==> src/ccg_pkg.sv <==
// Shared constants and types for the CPU clock generator and bus cycle timer
package ccg_pkg;
	// ****************************************
	// Register map (byte addresses)
	// ****************************************
	localparam logic [7:0] ADDR_RSTCFG = 8'h00;
	localparam logic [7:0] ADDR_BUSCFG = 8'h04;
	localparam logic [7:0] ADDR_CTRL = 8'h08;
	localparam logic [7:0] ADDR_STATUS = 8'h0C;
	localparam logic [1:0] RESP_OKAY = 2'h0;
	localparam logic [1:0] RESP_SLVERR = 2'h2;

	// ****************************************
	// Field positions
	// ****************************************
	localparam int CLKSEL_MSB = 7;
	localparam int CFG_W = 8;
	localparam logic [7:0] RSTCFG_RST = 8'h00;
	localparam int MCTC_LO = 0;
	localparam int MCTC_W = 4;
	localparam int RWDLY_BIT = 4;
	localparam int MTTC_BIT = 5;
	localparam int ALECTL_BIT = 6;
	localparam int BUSCFG_W = 7;
	localparam logic [6:0] BUSCFG_RST = 7'h00;
	localparam int CTRL_START_BIT = 0;
	localparam int CTRL_WRITE_BIT = 1;
	localparam int ST_BUSY_BIT = 0;
	localparam int ST_CLK_BIT = 1;
	localparam int ST_DIV_BIT = 2;
	localparam int ST_LEN_LO = 8;
	localparam int ST_CNT_LO = 16;

	// ****************************************
	// Bus cycle timing in clock phases
	// ****************************************
	localparam int PH_W = 8;
	localparam logic [7:0] BASE_PHASES = 8'h06;
	localparam logic [7:0] ALE_BASE = 8'h01;
	localparam logic [7:0] STROBE_BASE = 8'h01;
	localparam logic [7:0] STROBE_LEN = 8'h03;
	localparam logic [3:0] MCTC_MAX = 4'hF;
	localparam logic [0:0] MTTC_MAX = 1'h1;

	typedef enum logic {CCG_IDLE, CCG_RUN} ccg_seq_e;
endpackage

==> src/ccg_bus_seq.sv <==
// External memory cycle sequencer stepping on CPU clock phases
`timescale 1ns/1ps
module ccg_bus_seq
	import ccg_pkg::*;
(
	// Clock and reset
	input wire logic aclk,
	input wire logic aresetn,
	// Phase step and request
	input wire logic phase_step,
	input wire logic start,
	input wire logic start_write,
	input wire logic [BUSCFG_W-1:0] bus_region_config,
	// Bus strobes
	output logic ale_r,
	output logic rd_n_r,
	output logic wr_n_r,
	output logic done_r,
	// Status
	output logic busy,
	output logic [PH_W-1:0] len_r
);
	ccg_seq_e state_r;
	logic [PH_W-1:0] cnt_r, ale_end_r, s_r, e_r;
	logic write_r, dly_r;
	logic [PH_W-1:0] a, d, c, f, cnt_nxt;

	always_comb begin
		a = {7'h00, bus_region_config[ALECTL_BIT]};
		d = {7'h00, bus_region_config[RWDLY_BIT]};
		c = {3'h0, MCTC_MAX - bus_region_config[MCTC_LO +: MCTC_W], 1'b0};
		f = {6'h00, MTTC_MAX - bus_region_config[MTTC_BIT], 1'b0};
		cnt_nxt = cnt_r + 8'h01;
	end

	assign busy = (state_r == CCG_RUN);

	always_ff @(posedge aclk) begin
		if (!aresetn) begin
			state_r <= CCG_IDLE;
			cnt_r <= '0;
			ale_end_r <= '0;
			s_r <= '0;
			e_r <= '0;
			len_r <= '0;
			write_r <= 1'b0;
			dly_r <= 1'b0;
			ale_r <= 1'b0;
			rd_n_r <= 1'b1;
			wr_n_r <= 1'b1;
			done_r <= 1'b0;
		end else begin
			done_r <= 1'b0;
			unique case (state_r)
				CCG_IDLE: begin
					if (start) begin
						state_r <= CCG_RUN;
						cnt_r <= '0;
						write_r <= start_write;
						// Kept so the strobe check does not depend on later config writes
						dly_r <= bus_region_config[RWDLY_BIT];
						ale_r <= 1'b1;
						ale_end_r <= ALE_BASE + a;
						s_r <= STROBE_BASE + a + a + d;
						e_r <= STROBE_BASE + STROBE_LEN + a + a + c;
						len_r <= BASE_PHASES + a + a + c + f;
					end
				end
				CCG_RUN: begin
					// Every phase edge is a step, so both CPU clock edges schedule work
					if (phase_step) begin
						cnt_r <= cnt_nxt;
						ale_r <= (cnt_nxt < ale_end_r);
						rd_n_r <= !(!write_r && cnt_nxt >= s_r && cnt_nxt < e_r);
						wr_n_r <= !(write_r && cnt_nxt >= s_r && cnt_nxt < e_r);
						if (cnt_nxt == len_r) begin
							state_r <= CCG_IDLE;
							done_r <= 1'b1;
						end
					end
				end
			endcase
		end
	end

	// ****************************************
	// Checks
	// ****************************************
	a_len_calc: assert property (@(posedge aclk) disable iff (!aresetn)
		(state_r == CCG_IDLE && start) |=> len_r == BASE_PHASES
		+ 8'h02 * {7'h00, $past(bus_region_config[ALECTL_BIT])}
		+ 8'h02 * ({4'h0, MCTC_MAX} - {4'h0, $past(bus_region_config[MCTC_LO +: MCTC_W])})
		+ 8'h02 * ({7'h00, MTTC_MAX} - {7'h00, $past(bus_region_config[MTTC_BIT])}))
		else $error("Bus cycle length wrong");
	a_cycle_end: assert property (@(posedge aclk) disable iff (!aresetn)
		(busy && phase_step && cnt_nxt == len_r) |=> (done_r && !busy && cnt_r == len_r))
		else $error("Bus cycle did not end at its length");
	a_ale_fall: assert property (@(posedge aclk) disable iff (!aresetn)
		$fell(ale_r) |-> (cnt_r == ale_end_r))
		else $error("ALE fell at wrong phase");
	a_strobe_start: assert property (@(posedge aclk) disable iff (!aresetn)
		$fell(rd_n_r && wr_n_r) |-> (busy && cnt_r == s_r
		&& s_r == ale_end_r + ale_end_r - 8'h01 + {7'h00, dly_r}))
		else $error("Strobe started at wrong phase");
endmodule

==> src/ccg_top.sv <==
// CPU clock generator with reset configuration latch and bus cycle timer
//
// The AXI4-Lite register port and the address map were chosen for this implementation.
`timescale 1ns/1ps
module ccg_top
	import ccg_pkg::*;
(
	// Clock and reset
	input wire logic aclk,
	input wire logic aresetn,
	// Pins
	input wire logic oscillator_input_pin,
	input wire logic long_reset_pin,
	input wire logic [CFG_W-1:0] upper_port0_pins,
	// Clock outputs
	output logic cpu_clk,
	output logic phase_pulse,
	// External bus strobes
	output logic ale,
	output logic rd_n,
	output logic wr_n,
	output logic bus_done,
	// AXI4-Lite write address
	input wire logic [7:0] awaddr,
	input wire logic awvalid,
	output logic awready,
	// AXI4-Lite write data
	input wire logic [31:0] wdata,
	input wire logic [3:0] wstrb,
	input wire logic wvalid,
	output logic wready,
	// AXI4-Lite write response
	output logic [1:0] bresp,
	output logic bvalid,
	input wire logic bready,
	// AXI4-Lite read address
	input wire logic [7:0] araddr,
	input wire logic arvalid,
	output logic arready,
	// AXI4-Lite read data
	output logic [31:0] rdata,
	output logic [1:0] rresp,
	output logic rvalid,
	input wire logic rready
);
	// ****************************************
	// Pin synchronisers
	// ****************************************
	logic osc_s1_r, osc_s2_r, osc_s3_r;
	logic lrst_s1_r, lrst_s2_r;
	logic [CFG_W-1:0] p0h_s1_r, p0h_s2_r;

	always_ff @(posedge aclk) begin
		if (!aresetn) begin
			osc_s1_r <= 1'b0;
			osc_s2_r <= 1'b0;
			osc_s3_r <= 1'b0;
			lrst_s1_r <= 1'b0;
			lrst_s2_r <= 1'b0;
			p0h_s1_r <= '0;
			p0h_s2_r <= '0;
		end else begin
			osc_s1_r <= oscillator_input_pin;
			osc_s2_r <= osc_s1_r;
			osc_s3_r <= osc_s2_r;
			lrst_s1_r <= long_reset_pin;
			lrst_s2_r <= lrst_s1_r;
			p0h_s1_r <= upper_port0_pins;
			p0h_s2_r <= p0h_s1_r;
		end
	end

	// ****************************************
	// Reset configuration latch
	// ****************************************
	logic [CFG_W-1:0] reset_config_latch_r;
	logic div_mode;

	// Follows the pins for as long as the long reset stands, then holds
	always_ff @(posedge aclk) begin
		if (!aresetn) begin
			reset_config_latch_r <= RSTCFG_RST;
		end else if (lrst_s2_r) begin
			reset_config_latch_r <= p0h_s2_r;
		end
	end

	assign div_mode = reset_config_latch_r[CLKSEL_MSB];

	// ****************************************
	// CPU clock generation
	// ****************************************
	logic osc_rise, cpu_clk_nxt, cpu_clk_r, phase_pulse_r;

	assign osc_rise = osc_s2_r && !osc_s3_r;

	always_comb begin
		if (div_mode) begin
			// Toggling on rising edges only makes each phase one full period
			cpu_clk_nxt = osc_rise ? !cpu_clk_r : cpu_clk_r;
		end else begin
			cpu_clk_nxt = osc_s2_r;
		end
	end

	always_ff @(posedge aclk) begin
		if (!aresetn) begin
			cpu_clk_r <= 1'b0;
			phase_pulse_r <= 1'b0;
		end else begin
			cpu_clk_r <= cpu_clk_nxt;
			phase_pulse_r <= (cpu_clk_nxt != cpu_clk_r);
		end
	end

	assign cpu_clk = cpu_clk_r;
	assign phase_pulse = phase_pulse_r;

	// ****************************************
	// Register bus slave
	// ****************************************
	logic [BUSCFG_W-1:0] bus_region_config_r;
	logic [15:0] cyc_cnt_r;
	logic aw_got_r, w_got_r, aw_got_nxt, w_got_nxt, bvalid_nxt, rvalid_nxt;
	logic awready_r, wready_r, bvalid_r, arready_r, rvalid_r;
	logic [7:0] awaddr_r;
	logic [31:0] wdata_r, rdata_r;
	logic [3:0] wstrb_r;
	logic [1:0] bresp_r, rresp_r;
	logic do_write, start_req, seq_busy, seq_done;
	logic [PH_W-1:0] seq_len;

	assign do_write = aw_got_r && w_got_r && !bvalid_r;
	assign start_req = do_write && awaddr_r == ADDR_CTRL && wstrb_r[0]
		&& wdata_r[CTRL_START_BIT];

	always_comb begin
		aw_got_nxt = aw_got_r;
		w_got_nxt = w_got_r;
		if (awvalid && awready_r) aw_got_nxt = 1'b1;
		else if (do_write) aw_got_nxt = 1'b0;
		if (wvalid && wready_r) w_got_nxt = 1'b1;
		else if (do_write) w_got_nxt = 1'b0;
		bvalid_nxt = do_write || (bvalid_r && !bready);
		rvalid_nxt = (arvalid && arready_r) || (rvalid_r && !rready);
	end

	always_ff @(posedge aclk) begin
		if (!aresetn) begin
			aw_got_r <= 1'b0;
			w_got_r <= 1'b0;
			awready_r <= 1'b0;
			wready_r <= 1'b0;
			bvalid_r <= 1'b0;
			bresp_r <= RESP_OKAY;
			awaddr_r <= '0;
			wdata_r <= '0;
			wstrb_r <= '0;
		end else begin
			aw_got_r <= aw_got_nxt;
			w_got_r <= w_got_nxt;
			awready_r <= !aw_got_nxt && !bvalid_nxt;
			wready_r <= !w_got_nxt && !bvalid_nxt;
			bvalid_r <= bvalid_nxt;
			if (awvalid && awready_r) awaddr_r <= awaddr;
			if (wvalid && wready_r) begin
				wdata_r <= wdata;
				wstrb_r <= wstrb;
			end
			if (do_write) begin
				bresp_r <= (awaddr_r == ADDR_BUSCFG || awaddr_r == ADDR_CTRL
					|| awaddr_r == ADDR_RSTCFG || awaddr_r == ADDR_STATUS)
					? RESP_OKAY : RESP_SLVERR;
			end
		end
	end

	always_ff @(posedge aclk) begin
		if (!aresetn) begin
			bus_region_config_r <= BUSCFG_RST;
		end else if (do_write && awaddr_r == ADDR_BUSCFG && wstrb_r[0]) begin
			bus_region_config_r <= wdata_r[BUSCFG_W-1:0];
		end
	end

	always_ff @(posedge aclk) begin
		if (!aresetn) begin
			cyc_cnt_r <= '0;
		end else if (seq_done) begin
			cyc_cnt_r <= cyc_cnt_r + 16'h0001;
		end
	end

	always_ff @(posedge aclk) begin
		if (!aresetn) begin
			arready_r <= 1'b0;
			rvalid_r <= 1'b0;
			rdata_r <= '0;
			rresp_r <= RESP_OKAY;
		end else begin
			arready_r <= !rvalid_nxt;
			rvalid_r <= rvalid_nxt;
			if (arvalid && arready_r) begin
				rresp_r <= RESP_OKAY;
				rdata_r <= '0;
				unique case (araddr)
					ADDR_RSTCFG: rdata_r[CFG_W-1:0] <= reset_config_latch_r;
					ADDR_BUSCFG: rdata_r[BUSCFG_W-1:0] <= bus_region_config_r;
					ADDR_CTRL: rdata_r[ST_BUSY_BIT] <= seq_busy;
					ADDR_STATUS: begin
						rdata_r[ST_BUSY_BIT] <= seq_busy;
						rdata_r[ST_CLK_BIT] <= cpu_clk_r;
						rdata_r[ST_DIV_BIT] <= div_mode;
						rdata_r[ST_LEN_LO +: PH_W] <= seq_len;
						rdata_r[ST_CNT_LO +: 16] <= cyc_cnt_r;
					end
					default: rresp_r <= RESP_SLVERR;
				endcase
			end
		end
	end

	assign awready = awready_r;
	assign wready = wready_r;
	assign bvalid = bvalid_r;
	assign bresp = bresp_r;
	assign arready = arready_r;
	assign rvalid = rvalid_r;
	assign rdata = rdata_r;
	assign rresp = rresp_r;

	// ****************************************
	// Bus cycle sequencer
	// ****************************************
	ccg_bus_seq u_seq (
		.aclk(aclk),
		.aresetn(aresetn),
		.phase_step(phase_pulse_r),
		.start(start_req),
		.start_write(wdata_r[CTRL_WRITE_BIT]),
		.bus_region_config(bus_region_config_r),
		.ale_r(ale),
		.rd_n_r(rd_n),
		.wr_n_r(wr_n),
		.done_r(seq_done),
		.busy(seq_busy),
		.len_r(seq_len)
	);

	assign bus_done = seq_done;

	// ****************************************
	// Checks
	// ****************************************
	a_latch_capture: assert property (@(posedge aclk) disable iff (!aresetn)
		lrst_s2_r |=> reset_config_latch_r[7:5] == $past(p0h_s2_r[7:5]))
		else $error("Clock select not captured");
	a_latch_hold: assert property (@(posedge aclk) disable iff (!aresetn)
		(!lrst_s2_r && $past(aresetn)) |=> $stable(reset_config_latch_r))
		else $error("Latch changed outside long reset");
	a_div_toggle: assert property (@(posedge aclk) disable iff (!aresetn)
		(div_mode && osc_rise && $stable(div_mode)) |=> cpu_clk_r != $past(cpu_clk_r))
		else $error("Divided clock missed a toggle");
	a_div_steady: assert property (@(posedge aclk) disable iff (!aresetn)
		(div_mode && !osc_rise) |=> cpu_clk_r == $past(cpu_clk_r))
		else $error("Divided clock moved off a rising edge");
	a_direct_follow: assert property (@(posedge aclk) disable iff (!aresetn)
		(!div_mode && $rose(osc_s2_r)) |=> cpu_clk_r ##1 (cpu_clk_r == osc_s3_r))
		else $error("Direct clock does not follow input");
	a_phase_pulse: assert property (@(posedge aclk) disable iff (!aresetn)
		($rose(cpu_clk_r) || $fell(cpu_clk_r)) |-> phase_pulse_r)
		else $error("Clock edge without phase step");
endmodule

==> config.mk <==
export PLATFORM = sky130hd
export DESIGN_NAME = ccg_top
export DESIGN_NICKNAME = d
export VERILOG_FILES = /design/src/ccg_pkg.sv /design/src/ccg_bus_seq.sv /design/src/ccg_top.sv
export SDC_FILE = /design/constraint.sdc
export NUM_CORES = 1
export LEC_CHECK = 0
export ABC_AREA = 1
export BUFFER_PORTS_ARGS = -buffer_cell sky130_fd_sc_hd__clkbuf_2
export CAP_MARGIN = 10
export CELL_PAD_IN_SITES_DETAIL_PLACEMENT = 0
export CELL_PAD_IN_SITES_GLOBAL_PLACEMENT = 2
export CORE_UTILIZATION = 31
export CTS_CLUSTER_SIZE = 25
export DETAILED_ROUTE_END_ITERATION = 10
export PLACE_DENSITY = 0.84
export SLEW_MARGIN = 0
export SYNTH_ARGS = -nofsm -noshare
export SYNTH_HDL_FRONTEND = slang
export SYNTH_SLANG_ARGS = --single-unit
==> constraint.sdc <==
create_clock -name aclk -period 2.2 [get_ports aclk]
set_input_delay 0.11 -clock aclk [delete_from_list [all_inputs] [get_ports aclk]]
set_output_delay 0.11 -clock aclk [all_outputs]
set_load 0.01 [all_outputs]
# Yosys cells after proc, flatten, opt, wreduce, memory -nomap -nowiden

Cells that the tools add are included.
Widths: inputs -> output; s select.

Flip-flop bits (word level): 159
Bits of input ports: 69
Word-level logic and storage cells: 132

Add/sub/neg operators: 14
$lt $le $gt $ge: 3
Equality and inequality tests: 10
Multiplexer cells: 24
Bitwise logic cells: 1
Reductions and logical operators: 44

Operator list:

| kind                  | count |
|---|---|
| $add 8x1->8           | 4 |
| $eq 8x4->1 const B    | 4 |
| $mux 24               | 1 |
| $logic_and 1x1->1     | 19 |
| $add 16x1->16 const B | 1 |
| $add 8x5->8           | 2 |
| $eq 8x3->1 const B    | 2 |
| $logic_not 8->1       | 2 |
| $lt 8x8->1            | 2 |
| $mux 8                | 2 |
| $pmux 8 s2            | 1 |
| $mux 1                | 13 |
| $logic_not 1->1       | 12 |
| $add 3x1->4 const A   | 2 |
| $add 8x1->8 const B   | 1 |
| $add 8x2->8           | 1 |
| $eq 8x8->1            | 1 |
| $ge 8x8->1            | 1 |
| $pmux 4 s2            | 1 |
| $pmux 2 s3            | 1 |
| $reduce_and 2->1      | 3 |
| $logic_or 1x1->1      | 5 |
| $mux 2                | 2 |
| $ne 2x2->1 const B    | 2 |
| other kinds (10)      | 11 |

# Depth between registers and ports, before layout

Depth in word-level cells: 7
Gate-level depth with buffers: 14

# Modules after synthesis

From an unflattened synthesis, not the netlist that was laid out.

Cell total of the unflattened synthesis: 811
Area, all modules: 6010.8 µm²

By module, submodules not included:

| module      | times used | cells an instance | area an instance (µm²) |
|---|---|---|---|
| ccg_top     | 1          | 561               | 4212.8 |
| ccg_bus_seq | 1          | 250               | 1798.0 |

# Least setup slack after synthesis

No wires, ideal clock.

Kind: flip-flop to flip-flop
Start point: reg u_seq.cnt_r[0]
End point: reg u_seq.rd_n_r
Library setup time: 115 ps
Data arrival time: 1711 ps
Required time: 2085 ps
Setup slack: 374 ps
Stages on the path, launching flop included: 14
Period minus slack after synthesis: 1826 ps
Path through: dfxtp_1 > nand2_1 > nor2_4 > nand2_1 > nand2_1 > ha_1 > a21oi_1 > nand2_1 > a21oi_1 > nor2_1 > nor2_1 > nand3_1 > nand2_1 > nand2_1

Cells in the longest elaborated chain, start to end: 5
Elaborated cells on any way between the ends: 6

Ends and longest elaborated chain:

| what                   | line              | text |
|---|---|---|
| start, declared        | ccg_bus_seq.sv:24 | `logic [PH_W-1:0] cnt_r, ale_end_r, s_r, e_r;` |
| start signal, assigned | ccg_bus_seq.sv:72 | `cnt_r <= cnt_nxt;` |
| $add 8x1->8 *          | ccg_bus_seq.sv:33 | `cnt_nxt = cnt_r + 8'h01;` |
| $ge 8x8->1             | ccg_bus_seq.sv:74 | `rd_n_r <= !(!write_r && cnt_nxt >= s_r && cnt_nxt < e_r);` |
| $logic_and 1x1->1      | ccg_bus_seq.sv:74 |  |
| $logic_and 1x1->1 *    | ccg_bus_seq.sv:74 |  |
| $logic_not 1->1 *      | ccg_bus_seq.sv:74 |  |
| end signal, assigned   | ccg_bus_seq.sv:74 |  |
| end, declared          | ccg_bus_seq.sv:16 | `output logic rd_n_r,` |

Mark *: on every way between the ends. The rest lies on a longest branch, timed or not.
A chain may end at the register's enable or synchronous reset.

# Worst setup path after layout

Start point: reg u_seq.cnt_r[1]
End point: reg u_seq.wr_n_r

Cells in the longest elaborated chain, start to end: 5
Elaborated cells on any way between the ends: 6

Ends and longest elaborated chain:

| what                 | line              | text |
|---|---|---|
| $add 8x1->8 *        | ccg_bus_seq.sv:33 |  |
| $ge 8x8->1           | ccg_bus_seq.sv:75 | `wr_n_r <= !(write_r && cnt_nxt >= s_r && cnt_nxt < e_r);` |
| $logic_and 1x1->1    | ccg_bus_seq.sv:75 |  |
| $logic_and 1x1->1 *  | ccg_bus_seq.sv:75 |  |
| $logic_not 1->1 *    | ccg_bus_seq.sv:75 |  |
| end signal, assigned | ccg_bus_seq.sv:75 |  |
| end, declared        | ccg_bus_seq.sv:17 | `output logic wr_n_r,` |

Marked as above.

==> flow_summary_export.csv <==
group,metric,value,unit
status,outcome,"finished, violations left",
status,violations,"design-rule violations",
sta,setup-tns-final,0,ns
hold_path,hold_class,"in -> reg",
logic_synthesis,synth_cells,757,
final_layout,fin_util,40.4,%
detailed_routing,avgViaCountPerCell,4.42,
final_layout,finalInstanceArea,7300,um2
setup_path,crit-reg2reg-launch,"u_seq.cnt_r[1]",
global_route,grt_max_degree,46,
place,placed_cells,1056,
sta,period_needed,1.98,ns
setup_path,cp_max_fo,5,
die,coreArea,18100,um2
logic_synthesis,synth_edf_count,0,
power_and_ir_drop,power,5.73,mW
setup_path,arrival,2.30,ns
global_route,grt-ovfl-total,0,
place,post_dp_cell_area,6460,um2
global_route,grt_pass1_vias,4634,
logic_synthesis,synth_warnings,0,
power_and_ir_drop,powerDensity,785,nW/um2
global_route,grt_pass1_wl,23.1,mm
detailed_routing,wl,13.7,mm
logic_synthesis,yosys-top-cells-count,"dfxtp_1, nand2_1, inv_1, nor2_1, a21oi_1",
sta,finalWorstSetupSlack,0.217,ns
die,num_rows,49,
clocking,cts_root_buffer,"clkbuf_16",
clocking,cts.sinks,137,
detailed_routing,wl_per_cell,12.3,um
detailed_routing,first_iter_violations,215,
logic_synthesis,syn_area,5760,um2
logic_synthesis,synth_ff_type,"dfxtp_1",
detailed_routing,drt.antenna.violating_nets,0,
power_and_ir_drop,vdd_drop_max,0.527,mV
hold_path,hold_start,"araddr[0]",
flow_run,max_cap_violations,0,
die,pin_count,116,
final_layout,drive_above_1_share,17.5,%
sta,slew_viol_final,0,
sta,finalClockSkew,0.00778,ns
clocking,htree_levels,4,
global_route,grt_util_all_layers,15.1,%
die,start_util,31.9,%
setup_path,cp-startpoint,"u_seq.cnt_r[1]",
sta,max_freq,504,MHz
logic_synthesis,avgSynthCellArea,7.61,um2
place,pre_cts_slack,0.147,ns
logic_synthesis,synth_top_area_cell,"dfxtp_1",
setup_path,worst_r2r_endpoint,"u_seq.wr_n_r",
setup_path,crit_end,"u_seq.wr_n_r",
logic_synthesis,ys_top_cells_by_area,"dfxtp_1, nand2_1, a21oi_1",
sta,hold_ws,0.0324,ns
clocking,cts_tree,"yes",
setup_path,required,2.52,ns
die,dieArea,19100,um2
global_route,grt_antenna_before_repair,1,
clocking,clk_pin_slew,0.06,ns
detailed_routing,num_vias,4925,
setup_path,reg2reg_slack,0.22,ns
logic_synthesis,ys_seq_elements,137,
logic_synthesis,ys_seq_area_share,47.6,%
power_and_ir_drop,power_leakage,3.25,nW
logic_synthesis,async_flop_share,0,%
setup_path,worstRegToRegCells,13,
die,die_w,138,um
clocking,post_cts_buffers,0,
sta,rsz0062_at_grt,"false",
die,die_h,138,um
place,io_buffers,82,
logic_synthesis,synth_most_common_cell,"dfxtp_1",
setup_path,endpoint_kind,"flip-flop",
detailed_routing,dr.pass1.iters,7,
final_layout,nets,959,
detailed_routing,drc,8,
place,hpwl,9.51,mm
setup_path,path_class,"reg -> reg",
sta,min_period_over_period,90.2,%
sta,hold_violations,0,
logic_synthesis,ys_types,42,
logic_synthesis,synth_top_cell_area_share,47.6,%
final_layout,syn_to_final_growth,26.7,%
setup_path,critPathLaunchType,"flip-flop",
final_layout,instances_no_fill,1115,
clocking,cts.path.max_buffers,2,
place,gp_congestion,0.780,
final_layout,diodes,0,
clocking,numCtsBuffers,17,
sta,finalSetupViolations,0,
clocking,clk_latency,0.43,ns
metal layers:
| layer | vias up | GRT usage [%] | wire length (um) |
|---|---|---|---|
| li1 | 2678 | - | - |
| met1 | 2144 | 20.2 | 7090 |
| met2 | 83 | 23.0 | 5850 |
| met3 | 18 | 4.02 | 560 |
| met4 | 2 | 6.27 | 212 |
| met5 | - | 0 | 12 |
power breakdown:
group | total, mW | leakage [nW] | internal, mW | switching (mW)
combinational | 0.366 | 1.86 | 0.157 | 0.209
clock | 2.75 | 0.273 | 1.58 | 1.17
sequential | 2.62 | 1.12 | 2.57 | 0.0469
how the worst min path moves through the flow:
stage	end	slack (ns)	cells past startpoint
5_1_grt	rresp[1]	0.03	3
6_report	rresp[1]	0.03	3
3_3_place_gp	p0h_s1_r[0]	0.30	3
4_1_cts	rresp[1]	0.02	3
3_5_place_dp	p0h_s1_r[0]	0.29	3
2_1_floorplan	lrst_s1_r	0.21	2
flip-flops by register name, indices dropped and copies added (netlist names), 2 cells and up:
register / cells
awaddr_r: 8
bus_region_config_r: 7
cyc_cnt_r: 16
p0h_s1_r: 8
p0h_s2_r: 8
rdata: 29
reset_config_latch_r: 8
u_seq.ale_end_r: 2
u_seq.cnt_r: 8
u_seq.e_r: 5
u_seq.len_r: 5
u_seq.s_r: 3
wdata_r: 7
area by class of cell:
type,count,area [um2]
well taps,229,287
flip-flops and latches,137,2750
clock inverters,14,138
clock buffers,18,429
repair buffers,122,803
inverters,99,372
fillers,1909,10800
multi-input cells,496,2530
kinds of logic after synthesis:
logic type               share of synthesized area [%]
AND/OR/NAND/NOR                                   21.9
AO/OA/AOI/OAI                                     16.2
flip-flops                                        47.6
buffers and inverters                             8.88
adder cells (fa/ha/maj)                           3.69
XOR/XNOR                                          1.67
other                                           0.0651
cells in the final DEF (no fill, tap or decap), types with 3 or more instances in the layout:
| cell type | count |
|---|---|
| inv_2 | 4 |
| ha_1 | 17 |
| o211ai_1 | 6 |
| o21ai_2 | 3 |
| nand2_2 | 5 |
| a21oi_1 | 79 |
| nand3b_1 | 3 |
| clkinv_1 | 3 |
| dlygate4sd3_1 | 27 |
| o21ai_1 | 7 |
| o21ai_0 | 67 |
| inv_1 | 92 |
| clkbuf_2 | 81 |
| nor2_2 | 5 |
| nor2_1 | 86 |
| nand2_1 | 133 |
| nor3_1 | 5 |
| inv_6 | 6 |
| dfxtp_1 | 135 |
| nand4_1 | 6 |
| nand3_1 | 34 |
| clkbuf_16 | 17 |
| xnor2_1 | 3 |
| conb_1 | 5 |
| buf_4 | 11 |
| xor2_1 | 8 |
| clkinv_4 | 4 |
worst max-delay path: stages, from the launching register on:
cell and delay [ns]:
dfxtp_1 0.40, ha_1 0.21, nand2_1 0.08, inv_1 0.09, nand2_2 0.07, nand2_1 0.12
inv_1 0.08, ha_1 0.28, a21oi_1 0.16, nor2_1 0.06, nor2_2 0.12, nand3_1 0.09
nand2_1 0.06, nand2_1 0.05
repair_timing:
| item | in CTS | in global routing |
|---|---|---|
| gates resized for setup | 0 | 3 |
| hold buffers | 27 | 0 |
| setup endpoints to repair | 0 | 2 |
| hold endpoints to repair | 28 | 0 |
(Power assumes the default switching activity.)
